==> src/core/cmp_irq_pkg.sv <==
// constants for the comparator output conditioning and interrupt block
package cmp_irq_pkg;

  // fixed block dimensions
  localparam int NUM_CMP = 2;
  localparam int ADDR_W  = 8;
  localparam int DATA_W  = 32;

  // register offsets, byte addresses
  localparam logic [ADDR_W-1:0] OFF_CTRL0   = 8'h00;
  localparam logic [ADDR_W-1:0] OFF_CTRL1   = 8'h04;
  localparam logic [ADDR_W-1:0] CMP_STRIDE  = 8'h08;
  localparam logic [ADDR_W-1:0] OFF_FLAG    = 8'h10;
  localparam logic [ADDR_W-1:0] OFF_MASK    = 8'h14;
  localparam logic [ADDR_W-1:0] OFF_INTCTL  = 8'h18;
  localparam logic [ADDR_W-1:0] OFF_OUTSTAT = 8'h1c;

  // comparator_control_0 field positions
  localparam int CTRL0_SYNC_BIT = 0;
  localparam int CTRL0_HYS_BIT  = 1;
  localparam int CTRL0_SP_BIT   = 2;
  localparam int CTRL0_POL_BIT  = 4;
  localparam int CTRL0_ON_BIT   = 7;

  // comparator_control_1 field positions
  localparam int CTRL1_FALL_BIT = 0;
  localparam int CTRL1_RISE_BIT = 1;

  // interrupt control field positions
  localparam int INTCTL_PERIPHERAL_IRQ_ENABLE_BIT = 0;
  localparam int INTCTL_GIE_BIT  = 1;

  // values after reset
  localparam logic [NUM_CMP-1:0] CMP_BITS_RST = 2'h0;
  localparam logic               INTCTL_RST   = 1'h0;
  localparam logic               READY_RST    = 1'h1;

  // bus responses
  localparam logic [1:0] RESP_OKAY   = 2'h0;
  localparam logic [1:0] RESP_SLVERR = 2'h2;

endpackage : cmp_irq_pkg

==> src/core/cmp_channel.sv <==
// one comparator channel: synchroniser, polarity, timer latch, edge flag
`timescale 1ns/1ps
`default_nettype none

module cmp_channel (
  input  wire logic aclk,
  input  wire logic aresetn,
  input  wire logic ce,
  input  wire logic raw,
  input  wire logic on,
  input  wire logic polarity,
  input  wire logic sync_en,
  input  wire logic latch_fall,
  input  wire logic rise_en,
  input  wire logic fall_en,
  input  wire logic flag_clear,
  output logic      gate,
  output logic      flag
);
  import cmp_irq_pkg::*;

  logic raw_s1;
  logic raw_s2;
  logic prev_gate;
  logic value;
  logic rise_seen;
  logic fall_seen;
  logic set_now;
  logic next_gate;
  logic next_flag;

  // output conditioning and edge flag, next values
  always_comb
  begin
    value     = (on & raw_s2) ^ polarity;
    next_gate = gate;
    if (!sync_en)
    begin
      next_gate = value;
    end
    else if (latch_fall)
    begin
      next_gate = value;
    end
    rise_seen = gate & ~prev_gate;
    fall_seen = ~gate & prev_gate;
    set_now   = (rise_seen & rise_en) | (fall_seen & fall_en);
    next_flag = (flag & ~flag_clear) | set_now;
  end

  // state registers, frozen while ce is low
  always_ff @(posedge aclk)
  begin
    if (!aresetn)
    begin
      raw_s1    <= 1'h0;
      raw_s2    <= 1'h0;
      gate      <= 1'h0;
      prev_gate <= 1'h0;
      flag      <= 1'h0;
    end
    else if (ce)
    begin
      raw_s1    <= raw;
      raw_s2    <= raw_s1;
      gate      <= next_gate;
      prev_gate <= gate;
      flag      <= next_flag;
    end
  end
endmodule : cmp_channel

`default_nettype wire

==> src/core/comparator_output_sync_irq.sv <==
// comparator output conditioning, timer gate source and interrupt block
`timescale 1ns/1ps
`default_nettype none

module comparator_output_sync_irq (
  input  wire logic                           aclk,
  input  wire logic                           aresetn,
  input  wire logic                           ce,
  input  wire logic [cmp_irq_pkg::ADDR_W-1:0] awaddr,
  input  wire logic [2:0]                     awprot,
  input  wire logic                           awvalid,
  output logic                                awready,
  input  wire logic [cmp_irq_pkg::DATA_W-1:0] wdata,
  input  wire logic [3:0]                     wstrb,
  input  wire logic                           wvalid,
  output logic                                wready,
  output logic [1:0]                          bresp,
  output logic                                bvalid,
  input  wire logic                           bready,
  input  wire logic [cmp_irq_pkg::ADDR_W-1:0] araddr,
  input  wire logic [2:0]                     arprot,
  input  wire logic                           arvalid,
  output logic                                arready,
  output logic [cmp_irq_pkg::DATA_W-1:0]      rdata,
  output logic [1:0]                          rresp,
  output logic                                rvalid,
  input  wire logic                           rready,
  input  wire logic [cmp_irq_pkg::NUM_CMP-1:0] cmp_raw,
  output logic [cmp_irq_pkg::NUM_CMP-1:0]     hysteresis_enable,
  output logic [cmp_irq_pkg::NUM_CMP-1:0]     comparator_on,
  output logic [cmp_irq_pkg::NUM_CMP-1:0]     speed_power_select,
  input  wire logic                           timer_src_clk,
  input  wire logic                           timer_prescaled_clk,
  input  wire logic                           prescaler_enable,
  output logic [cmp_irq_pkg::NUM_CMP-1:0]     timer_gate_source,
  output logic                                timer_count_pulse,
  output logic                                irq
);
  import cmp_irq_pkg::*;

  // bus slave state
  logic              aw_held;
  logic              w_held;
  logic [ADDR_W-1:0] wr_addr;
  logic [DATA_W-1:0] wr_data;
  logic [3:0]        wr_strb;
  logic              next_aw_held;
  logic              next_w_held;
  logic [ADDR_W-1:0] next_wr_addr;
  logic [DATA_W-1:0] next_wr_data;
  logic [3:0]        next_wr_strb;
  logic              next_awready;
  logic              next_wready;
  logic              next_bvalid;
  logic [1:0]        next_bresp;
  logic              next_arready;
  logic              next_rvalid;
  logic [DATA_W-1:0] next_rdata;
  logic [1:0]        next_rresp;
  logic              do_write;
  logic              wr_low;
  logic              wr_hit;
  logic              rd_hit;
  logic [DATA_W-1:0] rd_word;

  // software registers
  logic [NUM_CMP-1:0] output_polarity;
  logic [NUM_CMP-1:0] output_sync_enable;
  logic [NUM_CMP-1:0] rising_edge_irq_enable;
  logic [NUM_CMP-1:0] falling_edge_irq_enable;
  logic [NUM_CMP-1:0] comparator_irq_enable;
  logic               peripheral_irq_enable;
  logic               global_irq_enable;
  logic [NUM_CMP-1:0] next_on;
  logic [NUM_CMP-1:0] next_pol;
  logic [NUM_CMP-1:0] next_sp;
  logic [NUM_CMP-1:0] next_hys;
  logic [NUM_CMP-1:0] next_sync;
  logic [NUM_CMP-1:0] next_rise_en;
  logic [NUM_CMP-1:0] next_fall_en;
  logic [NUM_CMP-1:0] next_mask;
  logic               next_peripheral_irq_enable;
  logic               next_gie;
  logic [NUM_CMP-1:0] flag_clear;

  // timer clock edges and interrupt
  logic               sel_clk;
  logic               sel_prev;
  logic               latch_fall;
  logic               clk_rise;
  logic [NUM_CMP-1:0] gate;
  logic [NUM_CMP-1:0] comparator_irq_flag;
  logic               next_irq;

  // address decode of one comparator's control word
  function automatic logic is_ctrl(input logic [ADDR_W-1:0] addr,
                                   input logic [ADDR_W-1:0] base,
                                   input int              idx);
    logic [ADDR_W-1:0] step;
    step    = CMP_STRIDE * ADDR_W'(idx);
    is_ctrl = (addr == (base + step));
  endfunction : is_ctrl

  // any mapped register
  function automatic logic is_mapped(input logic [ADDR_W-1:0] addr);
    logic hit;
    hit = (addr == OFF_FLAG) || (addr == OFF_MASK) ||
          (addr == OFF_INTCTL) || (addr == OFF_OUTSTAT);
    for (int i = 0; i < NUM_CMP; i++)
    begin
      hit = hit || is_ctrl(addr, OFF_CTRL0, i) || is_ctrl(addr, OFF_CTRL1, i);
    end
    is_mapped = hit;
  endfunction : is_mapped

  // read data for the address on the read channel
  always_comb
  begin
    rd_word = '0;
    for (int i = 0; i < NUM_CMP; i++)
    begin
      if (is_ctrl(araddr, OFF_CTRL0, i))
      begin
        rd_word[CTRL0_ON_BIT]   = comparator_on[i];
        rd_word[CTRL0_POL_BIT]  = output_polarity[i];
        rd_word[CTRL0_SP_BIT]   = speed_power_select[i];
        rd_word[CTRL0_HYS_BIT]  = hysteresis_enable[i];
        rd_word[CTRL0_SYNC_BIT] = output_sync_enable[i];
      end
      if (is_ctrl(araddr, OFF_CTRL1, i))
      begin
        rd_word[CTRL1_RISE_BIT] = rising_edge_irq_enable[i];
        rd_word[CTRL1_FALL_BIT] = falling_edge_irq_enable[i];
      end
    end
    if (araddr == OFF_FLAG)
    begin
      rd_word[NUM_CMP-1:0] = comparator_irq_flag;
    end
    if (araddr == OFF_MASK)
    begin
      rd_word[NUM_CMP-1:0] = comparator_irq_enable;
    end
    if (araddr == OFF_INTCTL)
    begin
      rd_word[INTCTL_PERIPHERAL_IRQ_ENABLE_BIT] = peripheral_irq_enable;
      rd_word[INTCTL_GIE_BIT]  = global_irq_enable;
    end
    if (araddr == OFF_OUTSTAT)
    begin
      rd_word[NUM_CMP-1:0] = gate;
    end
  end

  // bus handshakes, next values
  always_comb
  begin
    next_aw_held = aw_held | (awvalid & awready);
    next_w_held  = w_held | (wvalid & wready);
    next_wr_addr = (awvalid & awready) ? awaddr : wr_addr;
    next_wr_data = (wvalid & wready) ? wdata : wr_data;
    next_wr_strb = (wvalid & wready) ? wstrb : wr_strb;
    next_bvalid  = bvalid & ~bready;
    next_bresp   = bresp;
    do_write     = aw_held & w_held & ~bvalid;
    wr_hit       = is_mapped(wr_addr);
    wr_low       = do_write & wr_strb[0];
    if (do_write)
    begin
      next_aw_held = 1'h0;
      next_w_held  = 1'h0;
      next_bvalid  = 1'h1;
      next_bresp   = wr_hit ? RESP_OKAY : RESP_SLVERR;
    end
    next_awready = ~next_aw_held & ~next_bvalid;
    next_wready  = ~next_w_held & ~next_bvalid;
    rd_hit       = is_mapped(araddr);
    next_rvalid  = rvalid & ~rready;
    next_rdata   = rdata;
    next_rresp   = rresp;
    if (arvalid & arready)
    begin
      next_rvalid = 1'h1;
      next_rdata  = rd_word;
      next_rresp  = rd_hit ? RESP_OKAY : RESP_SLVERR;
    end
    next_arready = ~next_rvalid;
  end

  // software register writes, next values
  always_comb
  begin
    next_on      = comparator_on;
    next_pol     = output_polarity;
    next_sp      = speed_power_select;
    next_hys     = hysteresis_enable;
    next_sync    = output_sync_enable;
    next_rise_en = rising_edge_irq_enable;
    next_fall_en = falling_edge_irq_enable;
    next_mask    = comparator_irq_enable;
    next_peripheral_irq_enable    = peripheral_irq_enable;
    next_gie     = global_irq_enable;
    flag_clear   = '0;
    for (int i = 0; i < NUM_CMP; i++)
    begin
      if (wr_low && is_ctrl(wr_addr, OFF_CTRL0, i))
      begin
        next_on[i]   = wr_data[CTRL0_ON_BIT];
        next_pol[i]  = wr_data[CTRL0_POL_BIT];
        next_sp[i]   = wr_data[CTRL0_SP_BIT];
        next_hys[i]  = wr_data[CTRL0_HYS_BIT];
        next_sync[i] = wr_data[CTRL0_SYNC_BIT];
      end
      if (wr_low && is_ctrl(wr_addr, OFF_CTRL1, i))
      begin
        next_rise_en[i] = wr_data[CTRL1_RISE_BIT];
        next_fall_en[i] = wr_data[CTRL1_FALL_BIT];
      end
    end
    if (wr_low && wr_addr == OFF_FLAG)
    begin
      flag_clear = wr_data[NUM_CMP-1:0];
    end
    if (wr_low && wr_addr == OFF_MASK)
    begin
      next_mask = wr_data[NUM_CMP-1:0];
    end
    if (wr_low && wr_addr == OFF_INTCTL)
    begin
      next_peripheral_irq_enable = wr_data[INTCTL_PERIPHERAL_IRQ_ENABLE_BIT];
      next_gie  = wr_data[INTCTL_GIE_BIT];
    end
  end

  // timer clock edges and interrupt request, next values
  always_comb
  begin
    sel_clk    = prescaler_enable ? timer_prescaled_clk
                                  : timer_src_clk;
    latch_fall = sel_prev & ~sel_clk;
    clk_rise   = ~sel_prev & sel_clk;
    next_irq   = peripheral_irq_enable & global_irq_enable &
                 (|(comparator_irq_flag & comparator_irq_enable &
                    comparator_on));
  end

  // all block registers, frozen while ce is low
  always_ff @(posedge aclk)
  begin
    if (!aresetn)
    begin
      aw_held                 <= 1'h0;
      w_held                  <= 1'h0;
      wr_addr                 <= '0;
      wr_data                 <= '0;
      wr_strb                 <= '0;
      awready                 <= READY_RST;
      wready                  <= READY_RST;
      bvalid                  <= 1'h0;
      bresp                   <= RESP_OKAY;
      arready                 <= READY_RST;
      rvalid                  <= 1'h0;
      rdata                   <= '0;
      rresp                   <= RESP_OKAY;
      comparator_on           <= CMP_BITS_RST;
      output_polarity         <= CMP_BITS_RST;
      speed_power_select      <= CMP_BITS_RST;
      hysteresis_enable       <= CMP_BITS_RST;
      output_sync_enable      <= CMP_BITS_RST;
      rising_edge_irq_enable  <= CMP_BITS_RST;
      falling_edge_irq_enable <= CMP_BITS_RST;
      comparator_irq_enable   <= CMP_BITS_RST;
      peripheral_irq_enable   <= INTCTL_RST;
      global_irq_enable       <= INTCTL_RST;
      sel_prev                <= 1'h0;
      timer_count_pulse       <= 1'h0;
      irq                     <= 1'h0;
    end
    else if (ce)
    begin
      aw_held                 <= next_aw_held;
      w_held                  <= next_w_held;
      wr_addr                 <= next_wr_addr;
      wr_data                 <= next_wr_data;
      wr_strb                 <= next_wr_strb;
      awready                 <= next_awready;
      wready                  <= next_wready;
      bvalid                  <= next_bvalid;
      bresp                   <= next_bresp;
      arready                 <= next_arready;
      rvalid                  <= next_rvalid;
      rdata                   <= next_rdata;
      rresp                   <= next_rresp;
      comparator_on           <= next_on;
      output_polarity         <= next_pol;
      speed_power_select      <= next_sp;
      hysteresis_enable       <= next_hys;
      output_sync_enable      <= next_sync;
      rising_edge_irq_enable  <= next_rise_en;
      falling_edge_irq_enable <= next_fall_en;
      comparator_irq_enable   <= next_mask;
      peripheral_irq_enable   <= next_peripheral_irq_enable;
      global_irq_enable       <= next_gie;
      sel_prev                <= sel_clk;
      timer_count_pulse       <= clk_rise;
      irq                     <= next_irq;
    end
  end

  // one conditioning channel per comparator, gate goes to the timer
  for (genvar g = 0; g < NUM_CMP; g++)
  begin : gen_cmp
    cmp_channel u_chan (
      .aclk       (aclk),
      .aresetn    (aresetn),
      .ce         (ce),
      .raw        (cmp_raw[g]),
      .on         (comparator_on[g]),
      .polarity   (output_polarity[g]),
      .sync_en    (output_sync_enable[g]),
      .latch_fall (latch_fall),
      .rise_en    (rising_edge_irq_enable[g]),
      .fall_en    (falling_edge_irq_enable[g]),
      .flag_clear (flag_clear[g]),
      .gate       (gate[g]),
      .flag       (comparator_irq_flag[g])
    );
  end

  // gate source is the channel's registered output
  assign timer_gate_source = gate;
endmodule : comparator_output_sync_irq

`default_nettype wire

==> config.mk <==
export PLATFORM = sky130hd
export DESIGN_NAME = comparator_output_sync_irq
export DESIGN_NICKNAME = d
export VERILOG_FILES = /design/src/core/cmp_irq_pkg.sv /design/src/core/cmp_channel.sv /design/src/core/comparator_output_sync_irq.sv
export SDC_FILE = /design/constraint.sdc
export NUM_CORES = 1
export LEC_CHECK = 0
export ABC_AREA = 1
export BUFFER_PORTS_ARGS = -buffer_cell sky130_fd_sc_hd__buf_2
export CORE_AREA = 10 10 92 94
export CTS_CLUSTER_SIZE = 24
export DETAILED_ROUTE_END_ITERATION = 7
export DIE_AREA = 0 0 102 104
export GPL_TIMING_DRIVEN = 0
export PLACE_DENSITY = 0.75
export SYNTH_ARGS = -nofsm -noshare
export SYNTH_HDL_FRONTEND = slang
export SYNTH_SLANG_ARGS = --single-unit
==> constraint.sdc <==
create_clock -name aclk -period 1.1 [get_ports aclk]
set_input_delay 0.11 -clock aclk [delete_from_list [all_inputs] [get_ports aclk]]
set_output_delay 0.11 -clock aclk [all_outputs]
set_load 0.05 [all_outputs]
==> metrics.log, run 1 <==
[metrics] crit-path leading delay family: simple AND/OR/NAND/NOR gates
[metrics] grt met2 use: 0.257
[metrics] Pre-Repair DR Iteration Count: 4
[metrics] cell types with the largest area share after synthesis: dfxtp_1 (42%), o21ai_0 (9.6%), a21oi_1 (8.9%)
[metrics] proportion of synthesized area in mux cells: 0
[metrics] simple-gate share of the synthesized area: 0.176
[metrics] post-synthesis cell area: about 0.0028 sq mm
[metrics] count of warnings emitted by yosys: 0
[metrics] global-route layer with the greatest usage: met2
[metrics] cell taking the most area after synthesis: dfxtp_1
[metrics] part of the Yosys area used for sequential elements: 0.422
[metrics] clock latency at the later pin of the worst-skew pair: roughly 0.35 ns
[metrics] outcome: finished with violations
[metrics] number of instances in the synthesized netlist: ~380
[metrics] buffers and inverters on the worst path: 3
[metrics] CP required: between 1 and 1.5 ns
[metrics] adder and majority gate portion of the synthesized area: 0
[metrics] area growth from synthesis to layout: 41.6%
[metrics] Synth Area per Inst: around 7.3 sq um
[metrics] area of all placed cells without fillers: around 0.0040 sq mm
[metrics] final max-slew violation count: 0
[metrics] fraction of the mapped netlist area in compound gates: 0.218
[metrics] GR Util met3: 0.0631
[metrics] largest family of logic cells by synthesized area: compound AO/OA/AOI/OAI gates
[metrics] Reg clk slew, reported paths: roughly 0.070 ns
[metrics] most used cell, CP: inv_2
[metrics] Rows: 30
[metrics] Largest stage delay, worst path: roughly 0.32 ns
[metrics] series of cell instances along the critical path: nor2_2, inv_2, nor3_2, inv_2, nor4_4, buf_6, o21ai_1, a21oi_1
[metrics] shortest period the worst path allows: approximately 1.4 ns
[metrics] final setup fails: 24
[metrics] crit path setup slack, layout: -0.310 ns
[metrics] Pleak: 1.81 nW
[metrics] setup slack after placement: -0.428 ns
[metrics] Global Route met1 Usage: 0.194
[metrics] final estimated routing congestion in global placement: 0.840
[metrics] failing checks: negative setup slack
[metrics] Avg WL per Cell: ~15 um
[metrics] total global-route track usage: 0.161
[metrics] antenna violations before repair: 0
[metrics] placed wire-length estimate after detailed placement: 6100 um
[metrics] overall die area: about 0.011 sq mm
[metrics] Post-DP Area: about 0.0033 sq mm
[metrics] TritonCTS clock tree: yes
[metrics] # IOs: 122
[metrics] transition time at the pin with the least slew margin: around 0.6 ns
[metrics] number of CTS-inserted buffers: 9
[metrics] largest net degree at the start of global routing: 11
[metrics] total wire length: roughly 8700 um
[metrics] net count of the finished layout: between 500 and 600
[metrics] placeable core area: approximately 0.0067 sq mm
[metrics] die outline height: 104 um
[metrics] flops & latches, synth: 59
[metrics] horizontal extent of the die: around 100 um
[metrics] buffer depth of the longest clock path: 2
[metrics] iteration-0 DRC count of the detailed router: about 170
[metrics] areal power density over the cells: 1310 mW/mm^2
[metrics] final hold viol count: 0
[metrics] critical path start-end classification: flip-flop to flip-flop
[metrics] Port Buffer Count: 56
[metrics] library cell contributing the largest single delay on the critical path: dfxtp_2
[metrics] Worst EP arrival: 1.68 ns
[metrics] upper clock frequency limit: between 700 and 800 MHz
[metrics] tightest slew margin relative to the limit: 0.598
[metrics] worst ir drop on vdd: around 0.97 mV
[metrics] via/cell ratio: ~4.9
[metrics] type of the most critical hold path: primary input to flip-flop
[metrics] clk_skew: ~0.0092 ns
[metrics] starting density of the core: 0.419
[metrics] clock root buffer master: clkbuf_8
[metrics] total number of clock tree sinks: a little under 60
[metrics] unrepaired setup endpoints after global routing: yes
[metrics] ratio of cells with drive above 1 in the final layout: 0.370
[metrics] critical-path maximum fanout: 5
[metrics] DRC violations left: 0
[metrics] via count: roughly 2900
[metrics] distinct cell type count of the synthesized netlist: 29
[metrics] vias in the first global route: between 2000 and 3000
[metrics] Antenna Cells: 0
[metrics] crit start category: flip-flop
[metrics] final global-route overflow total: 0
[metrics] wire length of the first global-routing pass: approximately 14000 um
[metrics] sum of negative setup slack: -5.50 ns
[metrics] area share of xor/xnor cells in the synthesized design: 0.00313
[metrics] final clock period utilization by the worst path: 1.28
[metrics] reported max-cap violation count: 0
[metrics] category of the worst setup path capture point: flip-flop
[metrics] H-tree lvl count: 3
[metrics] portion of synthesized cell area occupied by the leading cell type: 0.422
[metrics] number of nets with antenna violations after detailed routing: 0
==> kinds of logic after synthesis <==
family          count (synthesis)
compound gates                115
flops                          59
buf+inv                       100
simple gates                  108
xor+xnor                        1
other cells                     1
==> metrics by stage <==
stage          total power [mW]  utilization  std cells  hold WS [ns]
5_1_grt                    5.40        0.594        586        0.0596
3_3_place_gp               3.20        0.501        548         0.337
2_1_floorplan              3.03            -        412         0.245
3_5_place_dp               3.22        0.501        548         0.350
6_report                   5.19        0.594        586        0.0424
4_1_cts                    5.10        0.564        582        0.0357
==> path summary, 6_finish.rpt <==
| path | startpoint | endpoint | slack, ns | cells past startpoint |
|---|---|---|---|---|
| min | awaddr[6] | wr_addr[6] | 0.04 | 3 |
| max | wr_addr[0] | output_sync_enable[0] | -0.31 | 8 |
| min reg2reg | wr_addr[0] | wr_addr[0] | 0.45 | 2 |
| max reg2reg | wr_addr[0] | output_sync_enable[0] | -0.31 | 8 |
==> sequential cells by signal, indices dropped and copies added, names as in the netlist, 2 cells and up <==
register	count
output_polarity	2
gen_cmp.u_chan.raw_s1	2
comparator_irq_enable	2
gen_cmp.u_chan.gate	2
wr_data	5
gen_cmp.u_chan.prev_gate	2
comparator_on	2
hysteresis_enable	2
rising_edge_irq_enable	2
gen_cmp.u_chan.raw_s2	2
gen_cmp.u_chan.flag	2
rdata	5
speed_power_select	2
output_sync_enable	2
falling_edge_irq_enable	2
wr_addr	8
==> what timing repair did <==
item | CTS | global route
endpoints found under the setup margin | 34 | 45
hold endpoints to repair | 2 | 0
resized for setup | 39 | 55
hold buffers | 2 | 0
pin swaps | 10 | 10
cloned | 2 | 0
setup buffers | 14 | 5
==> worst register-to-register path, delay by kind of cell, from the launching register on <==
kind,cells,cell delay [ns]
simple gates,3,0.50
flops,1,0.32
buf+inv,3,0.31
compound gates,2,0.21
==> placed cells by master (no fill, tap or decap), types with 3 or more instances in the layout <==
cell | netlist | final
nor2_1 | 36 | 28
nand3_2 | 3 | 3
nor2_4 | 0 | 5
buf_2 | 2 | 45
inv_1 | 53 | 49
nand3_4 | 0 | 5
o21ai_1 | 0 | 13
nand2_1 | 39 | 36
nand3_1 | 18 | 14
inv_2 | 3 | 5
buf_4 | 33 | 48
o21ai_0 | 54 | 30
buf_6 | 0 | 11
o21ai_2 | 0 | 10
dfxtp_4 | 0 | 6
a21oi_1 | 50 | 49
clkbuf_8 | 0 | 11
nor2_2 | 1 | 4
clkbuf_1 | 8 | 7
dfxtp_1 | 59 | 45
clkbuf_4 | 0 | 7
dfxtp_2 | 0 | 8
conb_1 | 1 | 29
==> layer usage <==
layer / wire [um] / vias to the layer above
li1: - / 1443
met1: 3710 / 1289
met2: 4030 / 111
met3: 830 / 17
met4: 142 / 0
met5: 0 / -
==> synth_stat cells (all sizes together) <==
cell type / count
conb: 1
a311oi: 1
nor3: 6
nand2: 40
xor2: 1
o21bai: 1
o21ai: 54
inv: 56
nor2: 37
buf: 36
nor4: 2
nand4: 2
a211oi: 1
clkbuf: 8
nand3: 21
dfxtp: 59
a21oi: 50
o2111ai: 2
o221ai: 2
a22oi: 2
a41oi: 2
==> final cells by class <==
type,count,area [sq um]
flip-flops and latches,59,1210
well taps,80,100
multi-input cells,254,1430
clock inverters,4,25.0
clock buffers,12,155
inverters,56,215
repair buffers,77,507
plain buffers,44,317
fillers,618,2720
==> report_power, final <==
group          switching [mW]  total [mW]  leakage [nW]  internal (mW)
clock network           0.899        1.83        0.0884          0.932
logic                   0.707        1.05          1.23          0.348
registers              0.0779        2.30         0.488           2.23
total                    1.68        5.19          1.81           3.51
Note: power is estimated with default switching activity, not from simulation.
==> run 2, diff against run 1 <==
--- a/config.mk
+++ b/config.mk
@@ -7,12 +7,14 @@
 export LEC_CHECK = 0
 export ABC_AREA = 1
 export BUFFER_PORTS_ARGS = -buffer_cell sky130_fd_sc_hd__buf_2
-export CORE_AREA = 10 10 92 94
+export CELL_PAD_IN_SITES_DETAIL_PLACEMENT = 0
+export CELL_PAD_IN_SITES_GLOBAL_PLACEMENT = 1
+export CORE_AREA = 10 10 110 112
 export CTS_CLUSTER_SIZE = 24
 export DETAILED_ROUTE_END_ITERATION = 7
-export DIE_AREA = 0 0 102 104
+export DIE_AREA = 0 0 120 122
 export GPL_TIMING_DRIVEN = 0
-export PLACE_DENSITY = 0.75
+export PLACE_DENSITY_LB_ADDON = 0.1
 export SYNTH_ARGS = -nofsm -noshare
 export SYNTH_HDL_FRONTEND = slang
 export SYNTH_SLANG_ARGS = --single-unit
==> run 2 against run 1 <==
Sequential cell count did not move. The run still ends with negative setup slack left. First-iteration DRC count fell by 28%. Final cell count rose by 9.6%. Highest routed layer unchanged. Utilization fell by 19 points. Via count fell by 2.1%. Non-clock buffer count did not move. Sequential power barely moved. Clock-buffer cell count fell by 1.
==> metrics.log, run 2 (synthesis results as in run 1) <==
[metrics] Worst EP arrival: approximately 1.6 ns
[metrics] Seq pwr share: 0.460
[metrics] Post-DP Area: ~0.0034 sq mm
[metrics] Pre-Repair DR Iteration Count: 4
[metrics] final estimated routing congestion in global placement: between 0.7 and 0.8
[metrics] buffer depth of the longest clock path: 2
[metrics] area of all placed cells without fillers: 0.00404 sq mm
[metrics] critical path start-end classification: flip-flop to flip-flop
[metrics] area growth from synthesis to layout: 44.0%
[metrics] horizontal extent of the die: about 120 um
[metrics] clock latency at the later pin of the worst-skew pair: roughly 0.34 ns
[metrics] ratio of cells with drive above 1 in the final layout: 0.395
[metrics] final setup fails: 23
[metrics] total global-route track usage: 0.126
[metrics] reported max-cap violation count: 0
[metrics] placed wire-length estimate after detailed placement: 6710 um
[metrics] Comb pwr share: 0.208
[metrics] clk_skew: 0.00912 ns
[metrics] series of cell instances along the critical path: inv_4, nand3_4, inv_4, nand2_4, nor4_4, buf_4, buf_4, a21oi_2
[metrics] final global-route overflow total: 0
[metrics] critical-path maximum fanout: 4
[metrics] Avg WL per Cell: 14.3 um
[metrics] crit start category: flip-flop
[metrics] CP required: 1.33 ns
[metrics] Largest stage delay, worst path: 0.35 ns
[metrics] failing checks: negative setup slack
[metrics] largest net degree at the start of global routing: 11
[metrics] most common library cell in the layout ignoring fill and taps: buf_2
[metrics] leading registers by flop count: wr_addr (8), rdata (5), wr_data (5)
[metrics] outcome: finished with violations
[metrics] net count of the finished layout: between 500 and 600
[metrics] via/cell ratio: ~4.4
[metrics] final clock period utilization by the worst path: 1.24
[metrics] placeable core area: roughly 0.01 sq mm
[metrics] H-tree lvl count: 3
[metrics] clock network fraction of design power: 0.333
[metrics] iteration-0 DRC count of the detailed router: 126
[metrics] most frequent cells in the layout: buf_2 (50), buf_4 (48), a21oi_1 (46)
[metrics] antenna violations before repair: 0
[metrics] TritonCTS clock tree: yes
[metrics] sum of internal, switching and leakage power: roughly 5 mW
[metrics] library cell contributing the largest single delay on the critical path: dfxtp_4
[metrics] number of nets with antenna violations after detailed routing: 0
[metrics] vias in the first global route: around 2800
[metrics] total number of clock tree sinks: roughly 60
[metrics] areal power density over the cells: between 1000 and 1500 mW/mm^2
[metrics] tightest slew margin relative to the limit: 0.601
[metrics] shortest period the worst path allows: between 1 and 1.5 ns
[metrics] switching fraction of total power: 0.332
[metrics] register name with the most flops: wr_addr
[metrics] internal power: between 3 and 4 mW
[metrics] category of the worst setup path capture point: flip-flop
[metrics] power spent charging and discharging nets: 1.66 mW
[metrics] overall die area: between 0.01 and 0.015 sq mm
[metrics] crit path setup slack, layout: -0.269 ns
[metrics] final max-slew violation count: 0
[metrics] Reg clk slew, reported paths: approximately 0.07 ns
[metrics] Rows: 37
[metrics] wire length of the first global-routing pass: ~15000 um
[metrics] flip-flop count of the largest register, all copies and words added: 8
[metrics] die outline height: 122 um
[metrics] Antenna Cells: 0
[metrics] starting density of the core: 0.279
[metrics] Port Buffer Count: 56
[metrics] worst ir drop on vdd: roughly 0.56 mV
[metrics] unrepaired setup endpoints after global routing: yes
[metrics] transition time at the pin with the least slew margin: between 0.5 and 0.6 ns
[metrics] Pleak: around 1.8 nW
[metrics] DRC violations left: 0
[metrics] clock root buffer master: clkbuf_8
[metrics] type of the most critical hold path: primary input to flip-flop
[metrics] upper clock frequency limit: ~730 MHz
[metrics] number of CTS-inserted buffers: 9
[metrics] # IOs: 122
[metrics] via count: approximately 2800
[metrics] total wire length: 9150 um
[metrics] final hold viol count: 0
## run 2: path summary, 6_finish.rpt
kind | start | slack, ns | cells after the start | to
worst max-delay path | bvalid | -0.27 | 8 | output_sync_enable[0]
worst min-delay path | cmp_raw[1] | 0.0008 | 3 | gen_cmp[1].u_chan.raw_s1
worst max register to register | bvalid | -0.27 | 8 | output_sync_enable[0]
worst min register to register | wr_addr[0] | 0.45 | 2 | wr_addr[0]
## run 2: critical path: cells and delay by family, from the launching register on
| kind | cells | cell delay (ns) |
|---|---|---|
| AO/OA/AOI/OAI | 1 | 0.04 |
| buffers and inverters | 4 | 0.43 |
| flip-flops | 1 | 0.35 |
| AND/OR/NAND/NOR | 3 | 0.44 |
## run 2: repair_timing
item | in CTS | in global routing
hold buffers | 1 | 0
gates resized for setup | 49 | 57
endpoints found under the setup margin | 36 | 48
gates cloned | 1 | 1
pin swaps | 8 | 14
hold endpoints to repair | 1 | 0
buffers inserted | 14 | 8
## run 2: metrics by stage
stage | std cells | utilization | hold WS (ns) | setup TNS (ns) | worst slack (ns)
finish | 642 | 0.402 | 0.000847 | -4.79 | -0.269
global route | 642 | 0.402 | 0.00865 | -7.11 | -0.378
floorplan | 412 | - | 0.245 | -3.05 | -0.198
CTS | 633 | 0.379 | 0.00146 | -4.95 | -0.288
global placement | 604 | 0.340 | 0.334 | -11.30 | -0.448
detailed placement | 604 | 0.340 | 0.348 | -11.63 | -0.459
## run 2: area by class of cell
class,count,area (sq um)
Sequential cell,59,1220
Clock buffer,11,131
Buffer,44,322
Clock inverter,5,20.0
Inverter,56,215
Fill cell,1081,6010
Tap cell,136,170
Timing Repair Buffer,77,495
Multi-Input combinational cell,254,1460
## run 2: layer usage
| metal | GRT usage | routed length (um) | up-vias |
|---|---|---|---|
| li1 | - | - | 1446 |
| met1 | 0.161 | 4350 | 1272 |
| met2 | 0.197 | 4100 | 71 |
| met3 | 0.0430 | 604 | 10 |
| met4 | 0.0347 | 88 | 0 |
| met5 | 0 | 0 | - |
## run 2: power groups by stage
stage	combinational (mW)	sequential [mW]	clock [mW]
6_report	1.04	2.30	1.67
3_3_place_gp	0.896	2.34	0
2_1_floorplan	0.598	2.43	0
5_1_grt	1.13	2.31	1.78
4_1_cts	0.966	2.30	1.69
3_5_place_dp	0.903	2.34	0
